==> config.mk <==
export PLATFORM = sky130hd
export DESIGN_NAME = hpd_config
export DESIGN_NICKNAME = d
export VERILOG_FILES = /design/src/verilog/hpd_pkg.sv /design/src/verilog/hpd_config.sv
export SDC_FILE = /design/constraint.sdc
export NUM_CORES = 1
export LEC_CHECK = 0
export ABC_AREA = 1
export BUFFER_PORTS_ARGS = -buffer_cell sky130_fd_sc_hd__buf_2
export CAP_MARGIN = 10
export CELL_PAD_IN_SITES_DETAIL_PLACEMENT = 1
export CELL_PAD_IN_SITES_GLOBAL_PLACEMENT = 1
export CORE_MARGIN = 1.5
export CORE_UTILIZATION = 40
export CTS_CLUSTER_SIZE = 14
export DETAILED_ROUTE_END_ITERATION = 6
export PLACE_DENSITY_LB_ADDON = 0.25
export SKIP_LAST_GASP = 1
export SYNTH_ARGS = -nofsm -noshare
export SYNTH_HDL_FRONTEND = slang
export SYNTH_SLANG_ARGS = --single-unit
==> constraint.sdc <==
create_clock -name clk -period 3.8 [get_ports clk]
set_input_delay 0.76 -clock clk [delete_from_list [all_inputs] [get_ports clk]]
set_output_delay 0.76 -clock clk [all_outputs]
set_load 0.01 [all_outputs]
==> src/verilog/hpd_pkg.sv <==
// Constants and carrier types for the hub port-disable and power configuration bank
package hpd_pkg;

    // Configuration byte offsets
    localparam logic [7:0] HPD_OFS_PDIS_SELF = 8'h2a;
    localparam logic [7:0] HPD_OFS_PDIS_BUS = 8'h2b;
    localparam logic [7:0] HPD_OFS_CUR_SELF = 8'h2c;
    localparam logic [7:0] HPD_OFS_CUR_BUS = 8'h2d;

    // Reset values
    localparam logic [7:0] HPD_RST_PDIS_SELF = 8'h00;
    localparam logic [7:0] HPD_RST_PDIS_BUS = 8'h00;
    localparam logic [7:0] HPD_RST_CUR_SELF = 8'h01;
    localparam logic [7:0] HPD_RST_CUR_BUS = 8'h00;

    // Port-disable field layout: bits 5..1 map to ports 5..1
    localparam int HPD_NPORTS = 5;
    localparam int HPD_PORT_LO = 1;
    localparam int HPD_PORT_HI = 5;
    localparam logic [7:0] HPD_PDIS_WMASK = 8'h3e;

    // Current is reported in 2 mA steps, so a left shift by one
    localparam int HPD_CUR_STEP_MA = 2;
    localparam int HPD_CUR_SHIFT = 1;

    // Byte load port from the configuration loader
    typedef struct packed {
        logic wr;
        logic rd;
        logic [7:0] addr;
        logic [7:0] wdata;
    } hpd_cfg_req_t;

    // Port view handed to the enumeration logic
    typedef struct packed {
        logic self_mode;
        logic [HPD_NPORTS-1:0] port_en;
        logic [2:0] port_count;
        logic [HPD_NPORTS-1:0][2:0] port_map;
        logic [7:0] max_power;
        logic [8:0] current_ma;
        logic incl_periph;
    } hpd_status_t;

    // Complete module state
    typedef struct packed {
        logic [7:0] pdis_self;
        logic [7:0] pdis_bus;
        logic [7:0] cur_self;
        logic [7:0] cur_bus;
        logic self_mode;
        logic [7:0] rdata;
        logic rvalid;
        hpd_status_t st;
    } hpd_state_t;

endpackage

==> src/verilog/hpd_config.sv <==
// Hub port-disable and upstream current configuration bank with port renumbering
`timescale 1ns/1ns
`default_nettype none

//Contract
//- Self-powered mode disables ports set in the self-powered disable byte.
//- Bus-powered mode disables ports set in the bus-powered disable byte.
//- Bit n, n 1..5, controls port n; one disables, zero keeps.
//- Bits 7 and 6 reserved; bit 0 reserved and held zero.
//- Any combination allowed; report enabled count and renumber active ports.
//- Self-powered current draw is the self-powered byte times 2 mA.
//- Bus-powered current draw is the bus-powered byte times 2 mA.
//- Compound device with zero-current peripheral: values include its draw.
module hpd_config
    import hpd_pkg::*;
(
    input wire logic clk,
    input wire logic resetn,
    input wire logic ce,
    input wire hpd_cfg_req_t cfg_req,
    input wire logic self_powered,
    input wire logic compound_dev,
    input wire logic periph_zero_ma,
    output logic [7:0] cfg_rdata,
    output logic cfg_rvalid,
    output hpd_status_t status
);

    hpd_state_t s_r;
    hpd_state_t s_nxt;

    // Disable byte in effect for the current mode
    logic [7:0] sel_pdis;
    logic [7:0] sel_cur;
    logic [HPD_NPORTS-1:0] dis_w;

    assign sel_pdis = s_r.self_mode ? s_r.pdis_self : s_r.pdis_bus;
    assign sel_cur = s_r.self_mode ? s_r.cur_self : s_r.cur_bus;

    // One disable line per downstream port, port n from bit n
    genvar gi;
    generate
        for (gi = 0; gi < HPD_NPORTS; gi++) begin : g_port
            assign dis_w[gi] = sel_pdis[HPD_PORT_LO + gi];
        end
    endgenerate

    // Next-state logic: register loads, read-back, derived port view.
    // The port view is derived from registered bytes and mode, so it
    // trails a byte write or a mode change by one extra clock; this
    // keeps the renumbering network off the load path.
    always_comb begin
        logic [2:0] k;
        logic [HPD_NPORTS-1:0] en;
        k = '0;
        en = '0;
        s_nxt = s_r;
        if (ce) begin
            s_nxt.rvalid = 1'b0;
            s_nxt.self_mode = self_powered;
            // Byte load; reserved bits forced to zero on the way in
            if (cfg_req.wr) begin
                if (cfg_req.addr == HPD_OFS_PDIS_SELF) begin
                    s_nxt.pdis_self = cfg_req.wdata & HPD_PDIS_WMASK;
                end else if (cfg_req.addr == HPD_OFS_PDIS_BUS) begin
                    s_nxt.pdis_bus = cfg_req.wdata & HPD_PDIS_WMASK;
                end else if (cfg_req.addr == HPD_OFS_CUR_SELF) begin
                    s_nxt.cur_self = cfg_req.wdata;
                end else if (cfg_req.addr == HPD_OFS_CUR_BUS) begin
                    s_nxt.cur_bus = cfg_req.wdata;
                end
            end
            // Read-back; unmapped offsets answer zero
            if (cfg_req.rd) begin
                s_nxt.rvalid = 1'b1;
                if (cfg_req.addr == HPD_OFS_PDIS_SELF) begin
                    s_nxt.rdata = s_r.pdis_self;
                end else if (cfg_req.addr == HPD_OFS_PDIS_BUS) begin
                    s_nxt.rdata = s_r.pdis_bus;
                end else if (cfg_req.addr == HPD_OFS_CUR_SELF) begin
                    s_nxt.rdata = s_r.cur_self;
                end else if (cfg_req.addr == HPD_OFS_CUR_BUS) begin
                    s_nxt.rdata = s_r.cur_bus;
                end else begin
                    s_nxt.rdata = '0;
                end
            end
            // Enabled ports are those not disabled in the selected byte
            en = ~dis_w;
            s_nxt.st.self_mode = s_r.self_mode;
            s_nxt.st.port_en = en;
            // Renumber: logical slot k takes the k-th enabled port
            s_nxt.st.port_map = '0;
            for (int i = 0; i < HPD_NPORTS; i++) begin
                if (en[i]) begin
                    s_nxt.st.port_map[k] = 3'(i + HPD_PORT_LO);
                    k = k + 3'd1;
                end
            end
            s_nxt.st.port_count = k;
            // Upstream draw in 2 mA steps
            s_nxt.st.max_power = sel_cur;
            s_nxt.st.current_ma = 9'(sel_cur) << HPD_CUR_SHIFT;
            // Flags that the current bytes must cover the peripheral too
            s_nxt.st.incl_periph = compound_dev & periph_zero_ma;
        end
    end

    // State register; reset clears the port view to no ports enabled, and the reset bytes enable all ports in bus mode
    always_ff @(posedge clk or negedge resetn) begin
        if (!resetn) begin
            s_r.pdis_self <= HPD_RST_PDIS_SELF;
            s_r.pdis_bus <= HPD_RST_PDIS_BUS;
            s_r.cur_self <= HPD_RST_CUR_SELF;
            s_r.cur_bus <= HPD_RST_CUR_BUS;
            s_r.self_mode <= 1'b0;
            s_r.rdata <= '0;
            s_r.rvalid <= 1'b0;
            s_r.st <= '0;
        end else begin
            s_r <= s_nxt;
        end
    end

    // Outputs straight from the state register
    assign cfg_rdata = s_r.rdata;
    assign cfg_rvalid = s_r.rvalid;
    assign status = s_r.st;

    // Helper for the renumbering check: first enabled physical port
    logic [2:0] first_en;
    always_comb begin
        first_en = '0;
        for (int i = HPD_NPORTS - 1; i >= 0; i--) begin
            if (s_r.st.port_en[i]) begin
                first_en = 3'(i + HPD_PORT_LO);
            end
        end
    end

    // Helper for the renumbering check: last enabled physical port
    logic [2:0] last_en;
    always_comb begin
        last_en = '0;
        for (int i = 0; i < HPD_NPORTS; i++) begin
            if (s_r.st.port_en[i]) begin
                last_en = 3'(i + HPD_PORT_LO);
            end
        end
    end

    // Self-powered mode hides exactly the ports set in the self byte
    a_self_disable: assert property (
        @(posedge clk) disable iff (!resetn)
        (ce && s_r.self_mode)
        |=> (status.port_en == ~$past(s_r.pdis_self[HPD_PORT_HI:HPD_PORT_LO]))
    ) else $error("self-powered port mask wrong");

    // Bus-powered mode hides exactly the ports set in the bus byte
    a_bus_disable: assert property (
        @(posedge clk) disable iff (!resetn)
        (ce && !s_r.self_mode)
        |=> (status.port_en == ~$past(s_r.pdis_bus[HPD_PORT_HI:HPD_PORT_LO]))
    ) else $error("bus-powered port mask wrong");

    // Port 1 follows bit 1 of the byte in effect
    a_bit_one_port: assert property (
        @(posedge clk) disable iff (!resetn)
        (ce && sel_pdis[HPD_PORT_LO]) |=> !status.port_en[0]
    ) else $error("bit 1 does not disable port 1");

    // A written self disable byte keeps its port bits and clears the rest
    a_reserved_zero: assert property (
        @(posedge clk) disable iff (!resetn)
        (ce && cfg_req.wr && cfg_req.addr == HPD_OFS_PDIS_SELF)
        |=> (s_r.pdis_self[0] == 1'b0) && (s_r.pdis_self[7:6] == 2'b00)
            && (s_r.pdis_self[5:1] == $past(cfg_req.wdata[5:1]))
    ) else $error("self disable byte stored wrongly");

    // Reported count equals the number of enabled ports
    a_port_count: assert property (
        @(posedge clk) disable iff (!resetn)
        status.port_count == 3'($countones(status.port_en))
    ) else $error("port count mismatch");

    // Logical port 1 is the lowest enabled physical port
    a_renumber_first: assert property (
        @(posedge clk) disable iff (!resetn)
        (status.port_count != 3'd0) |-> (status.port_map[0] == first_en)
    ) else $error("renumbering wrong for first slot");

    // Self-powered current is twice the self byte
    a_self_current: assert property (
        @(posedge clk) disable iff (!resetn)
        (ce && s_r.self_mode)
        |=> (status.current_ma == {1'b0, $past(s_r.cur_self)} << HPD_CUR_SHIFT)
    ) else $error("self-powered current wrong");

    // Bus-powered current is twice the bus byte
    a_bus_current: assert property (
        @(posedge clk) disable iff (!resetn)
        (ce && !s_r.self_mode)
        |=> (status.current_ma == {1'b0, $past(s_r.cur_bus)} << HPD_CUR_SHIFT)
    ) else $error("bus-powered current wrong");

    // Peripheral flag follows compound and zero-current inputs
    a_periph_flag: assert property (
        @(posedge clk) disable iff (!resetn)
        ce |=> (status.incl_periph == ($past(compound_dev) && $past(periph_zero_ma)))
    ) else $error("peripheral inclusion flag wrong");

    // Steady self mode for two enabled cycles selects the self pair
    a_mode_select: assert property (
        @(posedge clk) disable iff (!resetn)
        (ce && self_powered) ##1 (ce && self_powered)
        |=> (status.self_mode && status.max_power == $past(s_r.cur_self))
    ) else $error("power mode did not select self pair");

    // Frozen clock enable holds the whole port view
    a_ce_freeze: assert property (
        @(posedge clk) disable iff (!resetn)
        !ce |=> (status == $past(status)) && !cfg_rvalid == !$past(cfg_rvalid)
    ) else $error("state moved while clock enable low");

    // A taken read raises valid on the very next edge
    a_read_valid: assert property (
        @(posedge clk) disable iff (!resetn)
        (ce && cfg_req.rd) |=> cfg_rvalid
    ) else $error("read valid missing");

    // Valid is a single pulse: no read taken means no valid next
    a_valid_pulse: assert property (
        @(posedge clk) disable iff (!resetn)
        (ce && !cfg_req.rd) |=> !cfg_rvalid
    ) else $error("read valid stretched");

    // Self disable byte reads back as stored
    a_read_pdis_self: assert property (
        @(posedge clk) disable iff (!resetn)
        (ce && cfg_req.rd && cfg_req.addr == HPD_OFS_PDIS_SELF)
        |=> (cfg_rdata == $past(s_r.pdis_self))
    ) else $error("self disable read-back wrong");

    // Bus disable byte reads back as stored
    a_read_pdis_bus: assert property (
        @(posedge clk) disable iff (!resetn)
        (ce && cfg_req.rd && cfg_req.addr == HPD_OFS_PDIS_BUS)
        |=> (cfg_rdata == $past(s_r.pdis_bus))
    ) else $error("bus disable read-back wrong");

    // Self current byte reads back as stored
    a_read_cur_self: assert property (
        @(posedge clk) disable iff (!resetn)
        (ce && cfg_req.rd && cfg_req.addr == HPD_OFS_CUR_SELF)
        |=> (cfg_rdata == $past(s_r.cur_self))
    ) else $error("self current read-back wrong");

    // Bus current byte reads back as stored
    a_read_cur_bus: assert property (
        @(posedge clk) disable iff (!resetn)
        (ce && cfg_req.rd && cfg_req.addr == HPD_OFS_CUR_BUS)
        |=> (cfg_rdata == $past(s_r.cur_bus))
    ) else $error("bus current read-back wrong");

    // Offsets outside the bank answer zero, so stale data never leaks
    a_read_unmapped: assert property (
        @(posedge clk) disable iff (!resetn)
        (ce && cfg_req.rd && cfg_req.addr != HPD_OFS_PDIS_SELF
            && cfg_req.addr != HPD_OFS_PDIS_BUS && cfg_req.addr != HPD_OFS_CUR_SELF
            && cfg_req.addr != HPD_OFS_CUR_BUS)
        |=> (cfg_rdata == 8'h00)
    ) else $error("unmapped read not zero");

    // Bus disable byte keeps its port bits and clears the reserved ones
    a_bus_reserved: assert property (
        @(posedge clk) disable iff (!resetn)
        (ce && cfg_req.wr && cfg_req.addr == HPD_OFS_PDIS_BUS)
        |=> (s_r.pdis_bus[0] == 1'b0) && (s_r.pdis_bus[7:6] == 2'b00)
            && (s_r.pdis_bus[5:1] == $past(cfg_req.wdata[5:1]))
    ) else $error("bus disable byte stored wrongly");

    // Self current byte is stored whole
    a_cur_self_load: assert property (
        @(posedge clk) disable iff (!resetn)
        (ce && cfg_req.wr && cfg_req.addr == HPD_OFS_CUR_SELF)
        |=> (s_r.cur_self == $past(cfg_req.wdata))
    ) else $error("self current byte stored wrongly");

    // Bus current byte is stored whole
    a_cur_bus_load: assert property (
        @(posedge clk) disable iff (!resetn)
        (ce && cfg_req.wr && cfg_req.addr == HPD_OFS_CUR_BUS)
        |=> (s_r.cur_bus == $past(cfg_req.wdata))
    ) else $error("bus current byte stored wrongly");

    // Last used logical slot holds the highest enabled physical port
    a_renumber_last: assert property (
        @(posedge clk) disable iff (!resetn)
        (status.port_count != 3'h0)
        |-> (status.port_map[status.port_count - 3'h1] == last_en)
    ) else $error("renumbering wrong for last slot");

    // Never more ports reported than exist
    a_count_bound: assert property (
        @(posedge clk) disable iff (!resetn)
        status.port_count <= 3'(HPD_NPORTS)
    ) else $error("port count out of range");

    // The view carries the mode it was built from
    a_mode_follow: assert property (
        @(posedge clk) disable iff (!resetn)
        ce |=> (status.self_mode == $past(s_r.self_mode))
    ) else $error("view mode does not follow internal mode");

    // Steady bus mode for two enabled cycles selects the bus pair
    a_bus_select: assert property (
        @(posedge clk) disable iff (!resetn)
        (ce && !self_powered) ##1 (ce && !self_powered)
        |=> (!status.self_mode && status.max_power == $past(s_r.cur_bus))
    ) else $error("power mode did not select bus pair");

endmodule // hpd_config

`default_nettype wire

# Yosys cells after proc, flatten, opt, wreduce, memory -nomap -nowiden
# Cells that the tools add are included.
# W data, S select, Z words.
# totals
register_bits	69
input_bits	24
out_inout_bits	51
wordCells	90
# classes
n_addsub	4
order_cmp	8
eq_ne	4
mux	31
bitwise_logic	17
n_reduce_logical	9
# op_table
cell	count
$mux W15	7
$mux W8	5
$demux W3 S3	4
$mux W3	12
$eq A8 B6 Y1 const B	4
$not A10 Y10	2
$or A10 B10 Y10	2
$lt A3 B4 Y1 const B	4
$not A5 Y5	3
$add A3 B1 Y3 const B	4
$ge A3 B1 Y1 const B	4
$and A10 B10 Y10	1
$and A2 B10 Y10	1
$and A5 B5 Y5	2
$mux W6	1
$reduce_and A6 Y1	1
$or A1 B5 Y5	1
$or A5 B5 Y5	1
$reduce_and A5 Y1	1
$logic_and A1 B1 Y1	4
$reduce_and A4 Y1	1
$not A1 Y1	3
$reduce_and A3 Y1	1
$mux W1	2
2 further kinds	2

# Longest topological paths before layout
# logic_depth
word_depth	20
ltp_mapped	18
ltp_nobuf	17

# Worst setup path after synthesis
# No wires, ideal clock.
# synth_path
path_kind	register to register
start	register s_r[51] (netlist name)
end	register s_r, in the netlist status[34]
setup_ps	130
arrival_ps	2618
required_ps	3670
slack_ps	1051
stages_incl_launch_ff	12
path_buffers	1
period_less_slack_ps	2749
path_cell_list	dfrtp_1 -> clkbuf_1 -> o21ai_0 -> fa_1 -> inv_1 -> ha_1 -> or2_0 -> nand2_2 -> inv_1 -> ha_1 -> nand3_1 -> o211ai_1
# synth_via
elab_chain_cells	15
# synth_rtl
item	line_no	rtl
start: declaration	hpd_config.sv:29	hpd_state_t s_r;
start signal: assignment	hpd_config.sv:121	s_r <= s_nxt;
$mux W6 (*)	hpd_config.sv:37	assign sel_pdis = s_r.self_mode ? s_r.pdis_self : s_r.pdis_bus;
$not A5 Y5 (*)	hpd_config.sv:89	en = ~dis_w;
$mux W1	hpd_config.sv:95	if (en[i]) begin
$mux W3	hpd_config.sv:58	if (ce) begin
$add A3 B1 Y3	hpd_config.sv:97	k = k + 3'd1;
$mux W3	hpd_config.sv:95	
$mux W3	hpd_config.sv:58	
$add A3 B1 Y3	hpd_config.sv:97	
$mux W3	hpd_config.sv:95	
$mux W3	hpd_config.sv:58	
$add A3 B1 Y3	hpd_config.sv:97	
$mux W3	hpd_config.sv:95	
$mux W3	hpd_config.sv:58	
$add A3 B1 Y3	hpd_config.sv:97	
$mux W3 (*)	hpd_config.sv:95	
# Every way passes the cells marked *; elsewhere a longest branch is shown, timed or not. The select of a mux whose other input is x is not followed.
# A chain may end at the register's enable or synchronous reset.

# Worst setup path after layout
# layout_path
start	register s_r[51] (netlist name)
end	register s_r, in the netlist status[35]
# Same word-level chain as after synthesis.

==> flow_summary.json <==
{
  "run_status": "finished, final reports clean",
  "fraction_of_post_synthesis_cell_area_in_the_top_cell_type_by_area_pct": 45.2,
  "syn_area_um2": 3710,
  "wire_length_of_the_first_global_routing_pass_um": 15900,
  "power_mw": 1.65,
  "grt.met1_usage_pct": 24.5,
  "met2_usage_pct": 37.7,
  "ioPinCount": 75,
  "cap_violations": 0,
  "detail_route.wl_per_cell_um": 15.1,
  "totalNegativeSetupSlack_ps": 0,
  "overflow": 0,
  "rsz0062_at_grt": "no",
  "maximum_number_of_pins_on_one_net_before_global_route_repair": 35,
  "pwr-share-seq_pct": 49.7,
  "critical_path_peak_fanout": 17,
  "clk_latency_ps": 340,
  "core_area_um2": 8850,
  "timing.critical_path.arrival_ps": 3380,
  "clock_path_buffers": 2,
  "dieArea_um2": 9860,
  "tritoncts.num_buffers": 9,
  "instances_no_fill": 608,
  "ys_types": 29,
  "crit_required_ps": 4030,
  "first_global_vias": 3232,
  "leakage_power_summed_over_all_cells_nw": 2.14,
  "synth_area_leader_cell": "sky130_fd_sc_hd__dfrtp_1",
  "final.setup_skew_ps": 9.69,
  "power_frac_clock_pct": 30.9,
  "finalHoldViolations": 0,
  "nNetsFinal": 526,
  "antenna_found_initial": 0,
  "fin_crit_ps": 3150,
  "synthMostInstantiatedCell": "sky130_fd_sc_hd__nand2_1",
  "yosys_warnings": 0,
  "synth_edf_count": 0,
  "share_of_the_yosys_chip_area_belonging_to_registers_pct": 45.9,
  "path_class": "reg -> reg",
  "area_growth_pct": 6.44,
  "io_buffers": 72,
  "setup.worst_path.start_class": "register",
  "setup_ws_ps": 646,
  "die_h_um": 99.3,
  "power.share.combinational_pct": 19.4,
  "endpoint_kind": "register",
  "worst_pin_slew_ps": 1020,
  "gr-usage-met3_pct": 3.23,
  "vdd_drop_max_mv": 0.147,
  "top_flip_flop_cell_by_instance_count_after_synthesis": "sky130_fd_sc_hd__dfrtp_1",
  "route.detailed.vias_per_inst": 4.94,
  "drtAntennaViolNets": 0,
  "swShare_pct": 31.7,
  "clock_slew_at_reported_path_ffs_ps": 70,
  "post-route-period-util_pct": 83.0,
  "pre_cts_slack_ps": 633,
  "total_of_endpoints_with_negative_setup_slack_in_the_final_report": 0,
  "drcViolationCount": 0,
  "numPlacedInstances": 593,
  "dr_total_vias": 3003,
  "cell_internal_pwr_mw": 1.13,
  "initial_core_util_pct": 41.9,
  "fillCellCount": 1129,
  "rows": 34,
  "seqCellArea_um2": 1700,
  "cts-root-buf": "sky130_fd_sc_hd__clkbuf_8",
  "synth_cells": 471,
  "synth.top_cells.by_count": "sky130_fd_sc_hd__nand2_1 (140), sky130_fd_sc_hd__dfrtp_1 (67), sky130_fd_sc_hd__buf_4 (50)",
  "place_congestion": 0.894,
  "drt-initial-drc-count": 113,
  "power_switching_mw": 0.523,
  "synth_top_cells_by_area": "sky130_fd_sc_hd__dfrtp_1 (45%), sky130_fd_sc_hd__nand2_1 (14%), sky130_fd_sc_hd__buf_4 (10%)",
  "gr-usage-all-layers_pct": 20.5,
  "ys_async_sr_fraction_pct": 100,
  "floorplan.die.width_um": 99.3,
  "multi_input_comb_area_um2": 1440,
  "postSynthRegisterBits": 68,
  "cts_tree": "built",
  "syn_area_per_cell_um2": 7.87,
  "drtPass1Iterations": 4,
  "slew_violations": 0,
  "p_per_area_nw_per_um2": 418,
  "slew_headroom_pct": 32.2,
  "detailed_place_hpwl_um": 6930,
  "hold_class": "in -> async",
  "htree_num_levels": 3,
  "wl_um": 9180,
  "grt-busiest-layer": "met2",
  "antenna_cells_inserted": 0,
  "cts_post_setup_buffers_inserted": 0,
  "achievable-frequency_mhz": 317,
  "post_route_cells_drive_above_1_share_pct": 21.8,
  "cts-resized-gates": 0,
  "ctsHoldBuffers": 0,
  "tritoncts_num_sinks": 68
}
critical path: stages (launching register included):
cell	delay [ps]
sky130_fd_sc_hd__dfrtp_1	670
sky130_fd_sc_hd__inv_2	220
sky130_fd_sc_hd__nand2_2	140
sky130_fd_sc_hd__nand2_2	130
sky130_fd_sc_hd__fa_1	600
sky130_fd_sc_hd__inv_1	80
sky130_fd_sc_hd__ha_1	280
sky130_fd_sc_hd__or2_0	230
sky130_fd_sc_hd__nand2_2	130
sky130_fd_sc_hd__inv_1	60
sky130_fd_sc_hd__ha_1	200
sky130_fd_sc_hd__nand2_1	70
sky130_fd_sc_hd__nand2_1	60
sky130_fd_sc_hd__nand3_1	100
sky130_fd_sc_hd__nand2_1	50
registers in the layout, summed over array words and instances (netlist names):
signal / count
s_r: 27
cfg_rdata: 8
cfg_rvalid: 1
status: 32
metrics by stage:
| step | area, um2 | hold slack, ps | util (%) |
|---|---|---|---|
| final | 3950 | 468 | 44.6 |
| after detailed placement | 3790 | 460 | 42.8 |
| after global routing | 3950 | 508 | 44.6 |
| after floorplan | 3710 | 450 | - |
| after global placement | 3790 | 455 | 42.8 |
| after CTS | 3950 | 480 | 44.6 |
cells in the final DEF, fill, tap and decap left out, types with 2 or more instances in the layout:
cell type and n:
sky130_fd_sc_hd__nand2_1 140, sky130_fd_sc_hd__conb_1 2, sky130_fd_sc_hd__buf_2 72, sky130_fd_sc_hd__nor3_1 4, sky130_fd_sc_hd__ha_1 5, sky130_fd_sc_hd__nand3_1 25, sky130_fd_sc_hd__clkinv_2 3, sky130_fd_sc_hd__dfrtp_1 67
sky130_fd_sc_hd__o21ai_1 11, sky130_fd_sc_hd__nor3_4 2, sky130_fd_sc_hd__buf_4 2, sky130_fd_sc_hd__nor2_2 4, sky130_fd_sc_hd__inv_1 34, sky130_fd_sc_hd__nand2_2 8, sky130_fd_sc_hd__clkinvlp_4 2, sky130_fd_sc_hd__o21ai_0 42
sky130_fd_sc_hd__nor2_1 37, sky130_fd_sc_hd__clkbuf_8 9, sky130_fd_sc_hd__a21oi_1 11, sky130_fd_sc_hd__inv_2 3, sky130_fd_sc_hd__o21a_1 7
path summary, 6_finish.rpt:
path                             from         end  slack, ps  depth (start not counted)
min                            resetn  status[25]        470                          1
min reg2reg                status[40]  status[40]        480                          1
max                           s_r[51]  status[35]        650                         14
max in group asynchronous      resetn     s_r[72]       2580                          2
max reg2reg                   s_r[51]  status[35]        650                         14
min in group clk           status[40]  status[40]        480                          1
cell families (layout without fill, tap and decap cells):
| kind of cell | count (synthesis) | after routing | synth area share [%] |
|---|---|---|---|
| simple gates | 224 | 224 | 25.6 |
| buf+inv | 98 | 126 | 15.4 |
| compound gates | 73 | 73 | 10.5 |
| flops | 68 | 68 | 45.9 |
| fa+ha+maj | 6 | 6 | 2.23 |
| other cells | 1 | 2 | 0.101 |
| xor+xnor | 1 | 1 | 0.236 |
metal layers:
metal	vias up	routed length, um
met4	0	128
li1	1484	-
met1	1452	3990
met2	56	4800
met3	11	258
met5	-	0
area by class of cell:
cell class | count | area share (%)
multi-input combinational | 306 | 36.4
clock buffer | 10 | 3.23
tap | 108 | 3.42
timing repair buffer | 74 | 9.51
sequential | 68 | 43.1
clock inverter | 5 | 0.761
inverter | 37 | 3.52
power by group through the flow:
| stage | combinational (mW) | clock, mW | sequential, mW |
|---|---|---|---|
| 2_1_floorplan | 0.276 | 0 | 0.824 |
| 3_3_place_gp | 0.315 | 0 | 0.833 |
| 3_5_place_dp | 0.326 | 0 | 0.836 |
| 4_1_cts | 0.327 | 0.523 | 0.822 |
| 5_1_grt | 0.368 | 0.558 | 0.830 |
| 6_report | 0.320 | 0.510 | 0.821 |
Power figures use the tool's default switching activity.
